`src/hdl/dts_params.svh`:
```
// Offsets, field positions, codes and reset values of the debug trigger block
`ifndef DTS_PARAMS_SVH
`define DTS_PARAMS_SVH

// ----------------------------------------------------------------
// Register byte offsets
// ----------------------------------------------------------------
`define DTS_OFS_CONTROL   4'h0
`define DTS_OFS_TRIGGER   4'h4
`define DTS_OFS_STATUS    4'h8

// ----------------------------------------------------------------
// Field positions
// ----------------------------------------------------------------
`define DTS_CTL_ON        7
`define DTS_CTL_LAUNCH    6
`define DTS_CTL_TAG       5
`define DTS_CTL_BRK       4
`define DTS_CFG_EXEC      7
`define DTS_CFG_BEGIN     6
`define DTS_ST_AF         7
`define DTS_ST_BF         6
`define DTS_ST_RUN_ACTIVE_FLAG       5

// ----------------------------------------------------------------
// Masks, reset values and sizes
// ----------------------------------------------------------------
`define DTS_CFG_MASK      8'hCF
`define DTS_CTL_RESET     8'h00
`define DTS_CFG_RESET     8'h00
`define DTS_FIFO_FULL     4'h8

// ----------------------------------------------------------------
// Trigger mode codes
// ----------------------------------------------------------------
`define DTS_MODE_A_ONLY   4'h0
`define DTS_MODE_A_OR_B   4'h1
`define DTS_MODE_A_THEN_B 4'h2
`define DTS_MODE_EVT_B    4'h3
`define DTS_MODE_A_EVT_B  4'h4
`define DTS_MODE_A_AND_BD 4'h5
`define DTS_MODE_A_NOT_BD 4'h6
`define DTS_MODE_INSIDE   4'h7
`define DTS_MODE_OUTSIDE  4'h8

`endif

```
`src/hdl/dts_pkg.sv`:
```
// Types shared by the debug trigger and status block
package dts_pkg;

    // ----------------------------------------------------------------
    // Run phases
    // ----------------------------------------------------------------
    typedef enum logic [1:0] {
        RUN_IDLE,
        RUN_WAIT,
        RUN_STORE
    } run_e;

    // ----------------------------------------------------------------
    // Comparator and CPU bus view, one bus cycle per clock
    // ----------------------------------------------------------------
    typedef struct packed {
        logic        cyc;
        logic        fetch;
        logic        exec;
        logic        cof;
        logic        match_a;
        logic        match_b;
        logic        data_match_b;
        logic        below_a;
        logic        above_b;
        logic [15:0] word;
    } cpu_bus_s;

    // ----------------------------------------------------------------
    // Whole block state
    // ----------------------------------------------------------------
    typedef struct packed {
        logic [7:0]       ctl;
        logic [7:0]       cfg;
        run_e             run;
        logic             af;
        logic             bf;
        logic             a_seen;
        logic             pend_a;
        logic             pend_b;
        logic [3:0]       cnt;
        logic [2:0]       wr_ptr;
        logic [2:0]       rd_ptr;
        logic [7:0][15:0] mem;
        logic [15:0]      fifo_word;
        logic             brk;
        logic             brk_tag;
        logic             waitreq;
        logic [31:0]      rdata;
    } state_s;

endpackage

```
`src/hdl/debug_trigger_and_status.sv`:
```
// Debug trigger selection, run status and eight-word trace capture
//
// How it works
// - Trigger configuration always readable; writes ignored while run launch bit set.
// - Trigger configuration bits 5 and 4 read zero, writes ignored.
// - Bit 7 set: match triggers only if opcode at address executes.
// - Bit 6 clear: circular fill until trigger; set: trigger starts storage.
// - Event-only modes ignore bit 6 and always run as begin trace.
// - Mode 0 A alone, 1 A or B, 2 A then B.
// - Mode 3 stores every B event; mode 4 stores B events after A.
// - Mode 5 A address and B data; mode 6 A with B data mismatch.
// - Mode 7 inside A..B, mode 8 outside, modes 9 to 15 never trigger.
// - Match A flag clears at run start, sets on A match while armed.
// - Match B flag clears at run start, sets on B match while armed.
// - Run-active flag mirrors launch bit while module on; set by writing one to the launch bit.
// - Run ends on full FIFO in begin trace, trigger in end trace.
// - Writing zero to launch or module-on bit ends the run at once.
// - Valid count clears at run start, holds words 0 to 8 at end.
// - Valid count does not decrement as FIFO words are read.
// - Status register is read-only; writes change nothing.
// - Launch bit set by software write, cleared when run completes.
// - Module-on bit enables the block; cannot be set while secured.
// - Break request at trigger in end trace, on full in begin trace.
`timescale 1ns/100ps
`default_nettype none
`include "dts_params.svh"

module debug_trigger_and_status (
    input  wire  logic             i_core_clk,
    input  wire  logic             i_rst,
    input  wire  logic             i_ce,
    input  wire  logic [3:0]       i_avs_address,
    input  wire  logic             i_avs_read,
    input  wire  logic             i_avs_write,
    input  wire  logic [31:0]      i_avs_writedata,
    input  wire  logic [3:0]       i_avs_byteenable,
    output logic       [31:0]      o_avs_readdata,
    output logic                   o_avs_waitrequest,
    input  wire  dts_pkg::cpu_bus_s i_bus,
    input  wire  logic             i_secured,
    input  wire  logic             i_fifo_advance,
    output logic       [15:0]      o_fifo_word,
    output logic       [3:0]       o_fifo_valid_words,
    output logic                   o_run_active,
    output logic                   o_break_req,
    output logic                   o_break_tag
);

    // ----------------------------------------------------------------
    // State
    // ----------------------------------------------------------------
    dts_pkg::state_s st;
    dts_pkg::state_s next_st;

    logic       acc;
    logic       done;
    logic       wr_ctl;
    logic       wr_cfg;
    logic [3:0] mode;
    logic       evt_only;
    logic       begin_trace;
    logic       raw_a;
    logic       raw_b;
    logic       hit_a;
    logic       hit_b;
    logic       trig;
    logic       store;
    logic       start;
    logic       stop;
    logic [7:0] stat;

    // ----------------------------------------------------------------
    // Event decode
    // ----------------------------------------------------------------
    always_comb begin
        mode        = st.cfg[3:0];
        evt_only    = (mode == `DTS_MODE_EVT_B) || (mode == `DTS_MODE_A_EVT_B);
        begin_trace = st.cfg[`DTS_CFG_BEGIN] || evt_only;
        if (mode == `DTS_MODE_INSIDE) begin
            raw_a = i_bus.cyc && !i_bus.below_a && !i_bus.above_b;
        end else if (mode == `DTS_MODE_OUTSIDE) begin
            raw_a = i_bus.cyc && (i_bus.below_a || i_bus.above_b);
        end else begin
            raw_a = i_bus.cyc && i_bus.match_a;
        end
        raw_b = i_bus.cyc && i_bus.match_b;
        // Tagged matches wait for the opcode to reach execution
        if (st.cfg[`DTS_CFG_EXEC]) begin
            hit_a = i_bus.exec && st.pend_a;
            hit_b = i_bus.exec && st.pend_b;
        end else begin
            hit_a = raw_a;
            hit_b = raw_b;
        end
        unique case (mode)
            `DTS_MODE_A_ONLY:   trig = hit_a;
            `DTS_MODE_A_OR_B:   trig = hit_a || hit_b;
            `DTS_MODE_A_THEN_B: trig = st.a_seen && hit_b;
            `DTS_MODE_A_AND_BD: trig = hit_a && i_bus.data_match_b;
            `DTS_MODE_A_NOT_BD: trig = hit_a && !i_bus.data_match_b;
            `DTS_MODE_INSIDE,
            `DTS_MODE_OUTSIDE:  trig = hit_a;
            default:            trig = 1'b0;
        endcase
        if (mode == `DTS_MODE_EVT_B) begin
            store = hit_b;
        end else if (mode == `DTS_MODE_A_EVT_B) begin
            store = hit_b && (st.a_seen || hit_a);
        end else begin
            store = i_bus.cof;
        end
    end

    // ----------------------------------------------------------------
    // Register bus decode
    // ----------------------------------------------------------------
    always_comb begin
        acc    = i_avs_read || i_avs_write;
        done   = acc && !st.waitreq;
        wr_ctl = done && i_avs_write && i_avs_byteenable[0]
                 && (i_avs_address == `DTS_OFS_CONTROL);
        wr_cfg = done && i_avs_write && i_avs_byteenable[0]
                 && (i_avs_address == `DTS_OFS_TRIGGER);
        stat   = 8'h00;
        stat[`DTS_ST_AF]   = st.af;
        stat[`DTS_ST_BF]   = st.bf;
        stat[`DTS_ST_RUN_ACTIVE_FLAG] = st.ctl[`DTS_CTL_LAUNCH] && st.ctl[`DTS_CTL_ON];
        stat[3:0]          = st.cnt;
    end

    // ----------------------------------------------------------------
    // Next state
    // ----------------------------------------------------------------
    always_comb begin
        next_st     = st;
        next_st.brk = 1'b0;
        start       = 1'b0;
        stop        = 1'b0;

        // Answer one cycle after the request is first seen
        if (acc && st.waitreq) begin
            next_st.waitreq = 1'b0;
            unique case (i_avs_address)
                `DTS_OFS_CONTROL: next_st.rdata = {24'h000000, st.ctl};
                `DTS_OFS_TRIGGER: next_st.rdata = {24'h000000, st.cfg};
                `DTS_OFS_STATUS:  next_st.rdata = {24'h000000, stat};
                default:          next_st.rdata = 32'h00000000;
            endcase
        end
        if (done) begin
            next_st.waitreq = 1'b1;
        end

        // Comparator activity while armed
        if (st.run != dts_pkg::RUN_IDLE) begin
            if (i_bus.fetch) begin
                next_st.pend_a = raw_a;
                next_st.pend_b = raw_b;
            end
            if (hit_a) begin
                next_st.af     = 1'b1;
                next_st.a_seen = 1'b1;
            end
            if (hit_b) begin
                next_st.bf = 1'b1;
            end
        end

        unique case (st.run)
            dts_pkg::RUN_IDLE: begin
            end
            dts_pkg::RUN_WAIT: begin
                if (begin_trace) begin
                    if (trig) begin
                        next_st.run = dts_pkg::RUN_STORE;
                    end
                end else if (trig) begin
                    stop = 1'b1;
                end else if (store) begin
                    // Oldest word is overwritten once eight are held
                    next_st.mem[st.wr_ptr] = i_bus.word;
                    next_st.wr_ptr         = 3'(st.wr_ptr + 3'h1);
                    if (st.cnt != `DTS_FIFO_FULL) begin
                        next_st.cnt = 4'(st.cnt + 4'h1);
                    end
                end
            end
            dts_pkg::RUN_STORE: begin
                if (store) begin
                    next_st.mem[st.wr_ptr] = i_bus.word;
                    next_st.wr_ptr         = 3'(st.wr_ptr + 3'h1);
                    next_st.cnt            = 4'(st.cnt + 4'h1);
                    if (4'(st.cnt + 4'h1) == `DTS_FIFO_FULL) begin
                        stop = 1'b1;
                    end
                end
            end
        endcase

        if (stop) begin
            next_st.ctl[`DTS_CTL_LAUNCH] = 1'b0;
            next_st.run                  = dts_pkg::RUN_IDLE;
            next_st.brk                  = st.ctl[`DTS_CTL_BRK];
            next_st.brk_tag              = st.ctl[`DTS_CTL_TAG];
        end

        // Software writes; status writes fall through untouched
        if (wr_cfg && !st.ctl[`DTS_CTL_LAUNCH]) begin
            next_st.cfg = i_avs_writedata[7:0] & `DTS_CFG_MASK;
        end
        if (wr_ctl) begin
            next_st.ctl[5:0] = i_avs_writedata[5:0];
            next_st.ctl[`DTS_CTL_ON] = i_avs_writedata[`DTS_CTL_ON]
                && (st.ctl[`DTS_CTL_ON] || !i_secured);
            next_st.ctl[`DTS_CTL_LAUNCH] = i_avs_writedata[`DTS_CTL_LAUNCH]
                && next_st.ctl[`DTS_CTL_ON];
            if (!next_st.ctl[`DTS_CTL_LAUNCH]) begin
                next_st.run = dts_pkg::RUN_IDLE;
            // A relaunch written in the completing cycle opens a fresh run
            end else if (!st.ctl[`DTS_CTL_LAUNCH] || stop) begin
                start = 1'b1;
            end
        end

        if (start) begin
            next_st.af     = 1'b0;
            next_st.bf     = 1'b0;
            next_st.cnt    = 4'h0;
            next_st.wr_ptr = 3'h0;
            next_st.a_seen = 1'b0;
            next_st.pend_a = 1'b0;
            next_st.pend_b = 1'b0;
            // Event-only runs enter storage at once, with no trigger wait
            next_st.run = evt_only ? dts_pkg::RUN_STORE : dts_pkg::RUN_WAIT;
        end

        // Readout begins at the oldest captured word
        if (st.run != dts_pkg::RUN_IDLE && next_st.run == dts_pkg::RUN_IDLE) begin
            next_st.rd_ptr = 3'(next_st.wr_ptr - next_st.cnt[2:0]);
        end

        // Reads never touch the count; host keeps its own tally
        if (i_fifo_advance && st.run == dts_pkg::RUN_IDLE) begin
            next_st.fifo_word = st.mem[st.rd_ptr];
            next_st.rd_ptr    = 3'(st.rd_ptr + 3'h1);
        end
    end

    // ----------------------------------------------------------------
    // State register
    // ----------------------------------------------------------------
    always_ff @(posedge i_core_clk) begin
        if (i_rst) begin
            st         <= '0;
            st.ctl     <= `DTS_CTL_RESET;
            st.cfg     <= `DTS_CFG_RESET;
            st.waitreq <= 1'b1;
        end else if (i_ce) begin
            st <= next_st;
        end
    end

    // ----------------------------------------------------------------
    // Outputs
    // ----------------------------------------------------------------
    // Launch is only ever set with module-on, so it alone is the run flag
    assign o_avs_readdata     = st.rdata;
    assign o_avs_waitrequest  = st.waitreq;
    assign o_fifo_word        = st.fifo_word;
    assign o_fifo_valid_words = st.cnt;
    assign o_run_active       = st.ctl[`DTS_CTL_LAUNCH];
    assign o_break_req        = st.brk;
    assign o_break_tag        = st.brk_tag;
endmodule

`default_nettype wire

```
`config.mk`:
```
export PLATFORM = sky130hd
export DESIGN_NAME = debug_trigger_and_status
export DESIGN_NICKNAME = d
export VERILOG_FILES = /design/src/hdl/dts_pkg.sv /design/src/hdl/debug_trigger_and_status.sv
export VERILOG_INCLUDE_DIRS = /design/src /design/src/hdl
export SDC_FILE = /design/constraint.sdc
export NUM_CORES = 1
export LEC_CHECK = 0
export ABC_AREA = 1
export BUFFER_PORTS_ARGS = -buffer_cell sky130_fd_sc_hd__buf_2
export CAP_MARGIN = 20
export CORE_MARGIN = 2
export CORE_UTILIZATION = 60
export DETAILED_ROUTE_END_ITERATION = 10
export PLACE_DENSITY = 0.83
export SLEW_MARGIN = 20
export SYNTH_ARGS = -nofsm -noshare
export SYNTH_HDL_FRONTEND = slang
export SYNTH_SLANG_ARGS = --single-unit
```
`constraint.sdc`:
```
create_clock -name i_core_clk -period 5.12 [get_ports i_core_clk]
set_input_delay 0.768 -clock i_core_clk [delete_from_list [all_inputs] [get_ports i_core_clk]]
set_output_delay 0.768 -clock i_core_clk [all_outputs]
set_load 0.02 [all_outputs]
```
==> results of run 1 <==
[flip-flops by register name, indices dropped and copies added, names as in the netlist]
register	flops
o_break_tag	1
o_fifo_valid_words	4
o_avs_readdata	8
st	149
o_fifo_word	16
o_break_req	1
o_run_active	1
o_avs_waitrequest	1
mode	4
[final timing paths]
kind                                            from              endpoint  slack [ns]  depth (start not counted)
worst min-delay path             st[61]$_SDFFE_PP0P_   st[61]$_SDFFE_PP0P_        0.44                          2
worst max-delay path                       i_bus[24]  st[181]$_SDFFE_PP0P_        1.84                         21
worst max register to register  mode[0]$_SDFFE_PP0P_  st[181]$_SDFFE_PP0P_        1.88                         23
worst min register to register   st[61]$_SDFFE_PP0P_   st[61]$_SDFFE_PP0P_        0.44                          2
[worst max-delay path: stages]
cell and delay [ns]:
buf_2 0.11, nand2_1 0.05, nor2_1 0.03, a31oi_1 0.35, nand3_1 0.15, nand2_2 0.09
nand3_2 0.08, nand3_1 0.10, nand2_2 0.08, nand2_4 0.08, nand2_2 0.06, nand2_2 0.23
o221ai_1 0.22, ha_1 0.26, fa_1 0.38, inv_1 0.06, nand4_1 0.11, nand3_1 0.11
nand3_1 0.10, nand2_1 0.08, a21oi_1 0.06
[kinds of logic (layout without fill, tap and decap cells)]
| group | count (synthesis) | count (layout) |
|---|---|---|
| fa+ha+maj | 10 | 10 |
| flops | 185 | 185 |
| xor+xnor | 4 | 4 |
| compound gates | 488 | 488 |
| simple gates | 253 | 253 |
| buf+inv | 313 | 296 |
| other cells | 1 | 26 |
[layout make-up]
class | count | area, um^2 | area share, %
antenna | 2 | 5.00 | 0.0508
timing repair buffer | 83 | 437 | 4.44
clock inverter | 8 | 108 | 1.09
inverter | 183 | 693 | 7.04
multi-input combinational | 779 | 4170 | 42.3
clock buffer | 22 | 494 | 5.02
tap | 188 | 235 | 2.39
sequential | 185 | 3700 | 37.6
[cell usage in the layout (no fill, tap or decap), types with 8 or more instances in the layout]
cell type	synthesis	routed
a21oi_1	225	225
dfxtp_1	185	184
inv_1	171	169
o21ai_1	114	114
o21ai_0	109	109
nand2_1	91	91
nand3_1	79	79
buf_2	17	76
nor2_1	47	47
conb_1	1	24
a21oi_2	21	21
clkbuf_16	0	17
ha_1	9	9
inv_2	8	8
[per-layer routing]
layer	wire length, um	vias up	share of wire, %
met2	10700	296	48
met4	677	0	3.0
li1	-	4102	-
met3	1490	49	6.6
met1	9640	3703	43
met5	0	-	0
[where the power goes]
part           leakage (nW)  total, mW  internal, mW  switching [mW]
sequential             1.49       1.49          1.47          0.0242
clock                 0.296       1.35         0.785           0.564
combinational          1.90      0.435         0.132           0.303
[stage by stage]
step	power, mW	utilization [%]
2_1_floorplan	1.85	-
3_3_place_gp	1.94	61.0
3_5_place_dp	1.95	61.0
4_1_cts	3.28	64.9
5_1_grt	3.40	65.0
6_report	3.27	65.0
==> impl_metrics.ini, run 1 <==
[global_route]
grtUsageTotal_pct = 27.6
antenna_found_initial = 2
grtUsageMet3_pct = 5.68
grt.busiest_layer = met2
global_route.usage.met2_pct = 45.3
grt_pass1_wl_um = 36200
grt_overflow = 0
grt_max_degree = 134
gr-usage-met1_pct = 35.1
grt_pass1_vias = 7352

[floorplan]
core_area_mm2 = 0.0151
die_area_mm2 = 0.0165
die_w_um = 128
fp-row-count = 45
start_util_pct = 61.2
ioPinCount = 128
die_h_um = 128

[synth]
synth_ff_type = dfxtp_1
synth_fa_ha_area_share_pct = 1.43
synth.top_cell.area_share_pct = 40.0
yosysSeqAreaShare_pct = 40.0
synth_area_leader_cell = dfxtp_1
syn-mean-instance-area_um2 = 7.39
synth-compound-area-share_pct = 28.1
yosysMostFrequentCell = a21oi_1
synthCells = 1254
synth-xor-area-share_pct = 0.378
ys_async_sr_fraction_pct = 0
synthSimpleGateAreaFrac_pct = 14.1
yosys_warnings = 0
synthTopCellsByCount = a21oi_1 (225), dfxtp_1 (185), inv_1 (171)
syn_area_mm2 = 0.00927
synth_area_leaders = dfxtp_1 (40%), a21oi_1 (12%), inv_1 (6.9%), o21ai_1 (6.2%), o21ai_0 (5.9%)
synthDistinctLibCells = 45
synth_top_family_by_area = compound AO/OA/AOI/OAI gates
synth_seq_cells = 185
yosys-mux-area-fraction_pct = 0
synth_edf_count = 0

[cells_and_area]
layout.nets = 1331
syn_to_final_growth_pct = 6.18
drive_above_1_share_pct = 14.0
design_area_mm2 = 0.00984
nFillCells = 1362
stdcell_count = 1450

[timing]
finalHoldViolations = 0
max_freq_mhz = 305
period_share_pct = 64.1
timing.hold.ws_ns = 0.443
finalCriticalPeriod_ns = 3.28
setup_viol = 0
setup_tns_ns = 0
skew_ns = 0.0102
rsz0062_at_grt = no
slew_violations = 0
slew_headroom_pct = 37.2
worstMarginPinSlew_ns = 0.940
setup_ws_ns = 1.84

[clock_tree]
root_buffer = clkbuf_16
clkTransAtPathRegs_ns = 0.07
cts_setup_buffers = 0
insertion_delay_ns = 0.43
clockBufferDepth = 2
holdBufCountCts = 0
htreeDepth = 4
cts-buffers-inserted = 17
cts_tree = built
cts_resized = 0
clkSinkCount = 185

[routing]
wl_per_cell_um = 15.5
vias_per_cell = 5.62
ant_nets = 0
drt_wl_total_um = 22500
vias = 8150
drc = 0
drt_iter0_markers = 685
firstDrtPassIters = 5

[worst_setup_path]
cp-end-kind = register
required_ns = 5.40
startpoint_type = primary input
crit_type = primary input to register
cp_max_fo = 12
cp.arrival_ns = 3.56

[worst_hold_path]
hp-class = register to register

[place]
place_hpwl_um = 13600
placed_area_mm2 = 0.00923
finalWeightedCongestion = 0.898
port_buffers = 76
place_inst = 1418
pre_cts_ws_ns = 1.44

[pwr]
power_density_mw_per_mm2 = 333
power_leakage_nw = 3.69
worst_ir_drop_vdd_mv = 0.264

[flow_run]
cap_viol_max_count = 0

[outcome]
status = complete, no violations
Note: power is estimated with default switching activity, not from simulation.
==> run 2: changes to the inputs <==
- CORE_UTILIZATION: 60 -> 58
- PLACE_DENSITY: 0.83 -> 0.8
- clock period: 5.12 -> 3.4 ns (I/O delays scaled with it)
==> run 2 against run 1 <==
Sequential power grew 50%. First-iteration DRC count shrank 14%. Highest routed layer unchanged. Non-clock buffer count rose by 15. Power increased by 52%. Critical path type is now register to register. Register-to-register slack lost 1.6 ns. Hold slack got worse by 0.14 ns.
==> impl_metrics.ini, run 2 (same netlist as run 1, synthesis figures left out) <==
[outcome]
status = complete, no violations

[routing]
ant_nets = 0
wl_per_cell_um = 15.1
drc = 0
vias = 8155
firstDrtPassIters = 5
drt_wl_total_um = 22600
drt_iter0_markers = 586
vias_per_cell = 5.46

[global_route]
grtUsageTotal_pct = 27.3
grt_pass1_vias = 7559
grt_overflow = 0
antenna_found_initial = 1
grt_max_degree = 87
grt_pass1_wl_um = 36700

[clock_tree]
cts_tree = built
htreeDepth = 4
root_buffer = clkbuf_16
cts-buffers-inserted = 17
clkTransAtPathRegs_ns = 0.07
clkSinkCount = 185
insertion_delay_ns = 0.44
clockBufferDepth = 2

[cells_and_area]
stdcell_count = 1494
final_common_cell = a21oi_1
syn_to_final_growth_pct = 8.29
seq_area_mm2 = 0.00371
finish.utilization_pct = 63.7
layout.nets = 1346
multi_input_area_mm2 = 0.00418
regMostFlops = st
largest_reg_flops = 149
nFillCells = 1451
drive_above_1_share_pct = 15.3
layout_common_cells = a21oi_1 (225), dfxtp_1 (181), inv_1 (169)

[timing]
max_freq_mhz = 324
period_share_pct = 90.8
setup_viol = 0
worstMarginPinSlew_ns = 0.823
finalCriticalPeriod_ns = 3.09
setup_tns_ns = 0
finalHoldViolations = 0
slew_headroom_pct = 45.0
rsz0062_at_grt = no
skew_ns = 0.0103
slew_violations = 0

[worst_setup_path]
timing.rr.end = st[181]$_SDFFE_PP0P_
critPathBufInv = 4
required_ns = 3.76
cp_common_cell = nand2_1
worst_path_largest_cell_delay_ns = 0.39
startpoint_type = register
rr_startpoint = mode[2]$_SDFFE_PP0P_
path_depth = 26
path_delay_family = simple AND/OR/NAND/NOR gates
r2r_setup_slack_ns = 0.31
cp-end-kind = register
crit_type = register to register
crit_path_top_delay_cell = fa_1
cp_max_fo = 8
r2r_cells = 26
cp.arrival_ns = 3.45

[pwr]
power_density_mw_per_mm2 = 496
worst_ir_drop_vdd_mv = 0.369
clkPwrFrac_pct = 41.5
power.share.sequential_pct = 44.9
power_leakage_nw = 3.77
p_int_mw = 3.61
power_mw = 4.98
p_switching_mw = 1.37
p_comb_share_pct = 13.6
swShare_pct = 27.4

[place]
place_hpwl_um = 14300
finalWeightedCongestion = 0.949
port_buffers = 76
place_inst = 1460

[floorplan]
die_h_um = 130
ioPinCount = 128
start_util_pct = 58.8
die_w_um = 130
fp-row-count = 46
die_area_mm2 = 0.0170
core_area_mm2 = 0.0158

[worst_hold_path]
hp-class = primary input to register
hold-path-cell-count = 3
hold-path-endpoint = st[208]$_SDFFE_PP0P_
hp-start = i_avs_writedata[4]

[flow_run]
cap_viol_max_count = 0
run 2: cell count changes in the layout (fill, tap and decap cells not counted), moves of 2 or more:
cell,delta
buf_12,+2
buf_4,+14
clkbuf_1,+3
clkbuf_8,-4
dfxtp_1,-3
dfxtp_2,+3
inv_6,-2
nor2_1,-2
run 2: how the worst max path moves through the flow:
stage | from | end
after detailed placement | i_bus[16] | st[181]$_SDFFE_PP0P_
after global placement | i_bus[16] | st[181]$_SDFFE_PP0P_
after global routing | mode[3]$_SDFFE_PP0P_ | st[181]$_SDFFE_PP0P_
final | mode[2]$_SDFFE_PP0P_ | st[181]$_SDFFE_PP0P_
after CTS | mode[3]$_SDFFE_PP0P_ | st[181]$_SDFFE_PP0P_
after floorplan | i_bus[19] | st[181]$_SDFFE_PP0P_
run 2: layout make-up:
class | instances | share of cell area (%)
flip-flops and latches | 185 | 36.9
inverters | 183 | 6.91
multi-input cells | 779 | 41.6
clock inverters | 11 | 1.63
clock buffers | 21 | 4.49
well taps | 216 | 2.69
diodes | 1 | 0.0249
repair buffers | 98 | 5.68
run 2: worst register-to-register path: stages (launching register included):
cell and delay (ns):
dfxtp_2 0.36, inv_2 0.07, nor2_4 0.14, nand2_1 0.10, nand3_2 0.10, nand3_2 0.10, nand3_2 0.09, nand2_2 0.07
nand2_4 0.08, nand2_4 0.09, inv_1 0.11, nor2_1 0.05, nor2_1 0.16, nand3b_1 0.12, nand2_1 0.08, nand2_1 0.05
nand2_1 0.08, inv_1 0.05, ha_1 0.19, fa_1 0.39, inv_1 0.07, nand4_1 0.11, nand2_1 0.09, nand2_1 0.05
nand3_1 0.06, nand2_1 0.06, a21oi_1 0.12
run 2: through the flow:
step / setup WS (ns) / cell area (um^2) / hold slack, ns
finish: 0.312 / 10000 / 0.300
global placement: 0.260 / 9400 / 0.427
global route: 0.0169 / 10000 / 0.314
floorplan: 0.505 / 9360 / 0.420
detailed placement: 0.192 / 9400 / 0.431
CTS: 0.273 / 10000 / 0.302
run 2: timing repair:
item / CTS / global route
hold buffers: 0 / 0
buffers inserted: 0 / 1
endpoints found under the setup margin: 0 / 2
gates resized for setup: 0 / 7
endpoints found under the hold margin: 0 / 0
run 2: routing by layer:
layer  GRT usage, %  routed length, um  up-vias
li1               -                  -     4137
met1           34.2               9730     3701
met2           46.2              10900      263
met3           5.94               1310       54
met4           11.0                683        0
met5              0                  0        -
run 2: power by group through the flow:
stage / Clock (mW) / Combinational, mW / Sequential (mW)
final: 2.07 / 0.676 / 2.24
after CTS: 2.09 / 0.667 / 2.24
after floorplan: 0 / 0.513 / 2.28
after global routing: 2.19 / 0.756 / 2.24
after detailed placement: 0 / 0.662 / 2.28
after global placement: 0 / 0.652 / 2.28
==> run 3: changes to the inputs <==
- CTS_BUF_LIST: default -> sky130_fd_sc_hd__clkbuf_16
==> run 3 against run 2 <==
Non-clock buffer count unchanged. Hold slack better by 0.0043 ns. Global-route usage about the same. Sequential cell count did not move. Critical path type unchanged. Highest routed layer unchanged.
==> impl_metrics.ini, run 3 (same netlist as run 1, synthesis figures left out) <==
[outcome]
status = complete, no violations

[timing]
setup_tns_ns = 0
timing.hold.ws_ns = 0.304
worstMarginPinSlew_ns = 0.820
finalCriticalPeriod_ns = 3.08
skew_ns = 0.0115
period_share_pct = 90.7
slew_violations = 0
max_freq_mhz = 324
rsz0062_at_grt = no
setup_viol = 0
finalHoldViolations = 0
setup_ws_ns = 0.316
slew_headroom_pct = 45.2

[place]
pre_cts_ws_ns = 0.192
placed_area_mm2 = 0.00940
port_buffers = 76
finalWeightedCongestion = 0.949
place_hpwl_um = 14300
place_inst = 1460

[routing]
drt_wl_total_um = 22500
drc = 0
firstDrtPassIters = 5
vias_per_cell = 5.45
ant_nets = 0
drt_iter0_markers = 609
vias = 8149
wl_per_cell_um = 15.1

[global_route]
antenna_found_initial = 1
grt_pass1_vias = 7555
grt_pass1_wl_um = 36700
grtUsageTotal_pct = 27.3
grt_overflow = 0
grt_max_degree = 87

[cells_and_area]
nFillCells = 1455
stdcell_count = 1494
layout.nets = 1346
design_area_mm2 = 0.0100
final_common_cell = a21oi_1
finish.utilization_pct = 63.6
drive_above_1_share_pct = 15.3
syn_to_final_growth_pct = 8.18
largest_reg_flops = 149
regMostFlops = st
layout_common_cells = a21oi_1 (225), dfxtp_1 (181), inv_1 (172)

[worst_setup_path]
startpoint_type = register
cp.arrival_ns = 3.44
rr_startpoint = mode[2]$_SDFFE_PP0P_
r2r_cells = 26
timing.rr.end = st[181]$_SDFFE_PP0P_
cp-end-kind = register
cp-endpoint = st[181]$_SDFFE_PP0P_
startpoint = mode[2]$_SDFFE_PP0P_
cp_max_fo = 8
crit_type = register to register
r2r_setup_slack_ns = 0.32
required_ns = 3.76

[floorplan]
die_w_um = 130
die_area_mm2 = 0.0170
start_util_pct = 58.8
core_area_mm2 = 0.0158
ioPinCount = 128
fp-row-count = 46
die_h_um = 130

[pwr]
power_mw = 4.95
power_density_mw_per_mm2 = 494
power_leakage_nw = 3.78
worst_ir_drop_vdd_mv = 0.367

[clock_tree]
insertion_delay_ns = 0.44
holdBufCountCts = 0
clkSinkCount = 185
htreeDepth = 4
cts-buffers-inserted = 17
root_buffer = clkbuf_16
cts_tree = built
clkTransAtPathRegs_ns = 0.07
clockBufferDepth = 2

[worst_hold_path]
hp-class = primary input to register

[flow_run]
cap_viol_max_count = 0
-- run 3: cell types whose count changed in the layout (fill, tap and decap cells not counted) --
cell,previous run,this run
clkbuf_1,3,0
clkinv_1,4,5
clkbuf_8,1,0
inv_1,169,172
-- run 3: report_power, final --
| group | switching, mW | internal (mW) | total [mW] |
|---|---|---|---|
| clock | 0.876 | 1.16 | 2.04 |
| sequential | 0.0274 | 2.21 | 2.24 |
| combinational | 0.464 | 0.212 | 0.676 |
-- run 3: cell type report --
cell class                      count  area [um^2]  area share, %
Antenna cell                        1         2.50         0.0250
Inverter                          183          693           6.91
Timing Repair Buffer               98          571           5.69
Tap cell                          216          270           2.69
Sequential cell                   185         3710           37.0
Clock inverter                     15          179           1.78
Clock buffer                       17          425           4.24
Multi-Input combinational cell    779         4180           41.7
-- run 3: timing repair --
action | CTS | global route
resized for setup | 0 | 7
setup endpoints to repair | 0 | 2
buffers inserted | 0 | 1
-- run 3: worst min-delay path by stage --
stage	start	end	depth (start not counted)
2_1_floorplan	st[51]$_SDFFE_PP0P_	st[51]$_SDFFE_PP0P_	2
3_3_place_gp	st[164]$_SDFFE_PP0P_	st[164]$_SDFFE_PP0P_	2
3_5_place_dp	st[51]$_SDFFE_PP0P_	st[51]$_SDFFE_PP0P_	2
4_1_cts	i_avs_writedata[4]	st[208]$_SDFFE_PP0P_	3
5_1_grt	i_avs_writedata[4]	st[208]$_SDFFE_PP0P_	3
6_report	i_avs_writedata[4]	st[208]$_SDFFE_PP0P_	3
-- run 3: critical path: stages (launching register included) --
cell and delay [ns]:
dfxtp_2 0.36, inv_2 0.07, nor2_4 0.14, nand2_1 0.10, nand3_2 0.10, nand3_2 0.10
nand3_2 0.09, nand2_2 0.07, nand2_4 0.08, nand2_4 0.09, inv_1 0.11, nor2_1 0.05
nor2_1 0.16, nand3b_1 0.12, nand2_1 0.08, nand2_1 0.05, nand2_1 0.08, inv_1 0.05
ha_1 0.19, fa_1 0.39, inv_1 0.07, nand4_1 0.11, nand2_1 0.09, nand2_1 0.05
nand3_1 0.06, nand2_1 0.06, a21oi_1 0.12
-- run 3: routing by layer --
| layer | track usage, % | share of wire (%) |
|---|---|---|
| met5 | 0 | 0 |
| met1 | 34.2 | 44 |
| met4 | 11.0 | 3.0 |
| met3 | 5.94 | 5.0 |
| met2 | 46.1 | 48 |
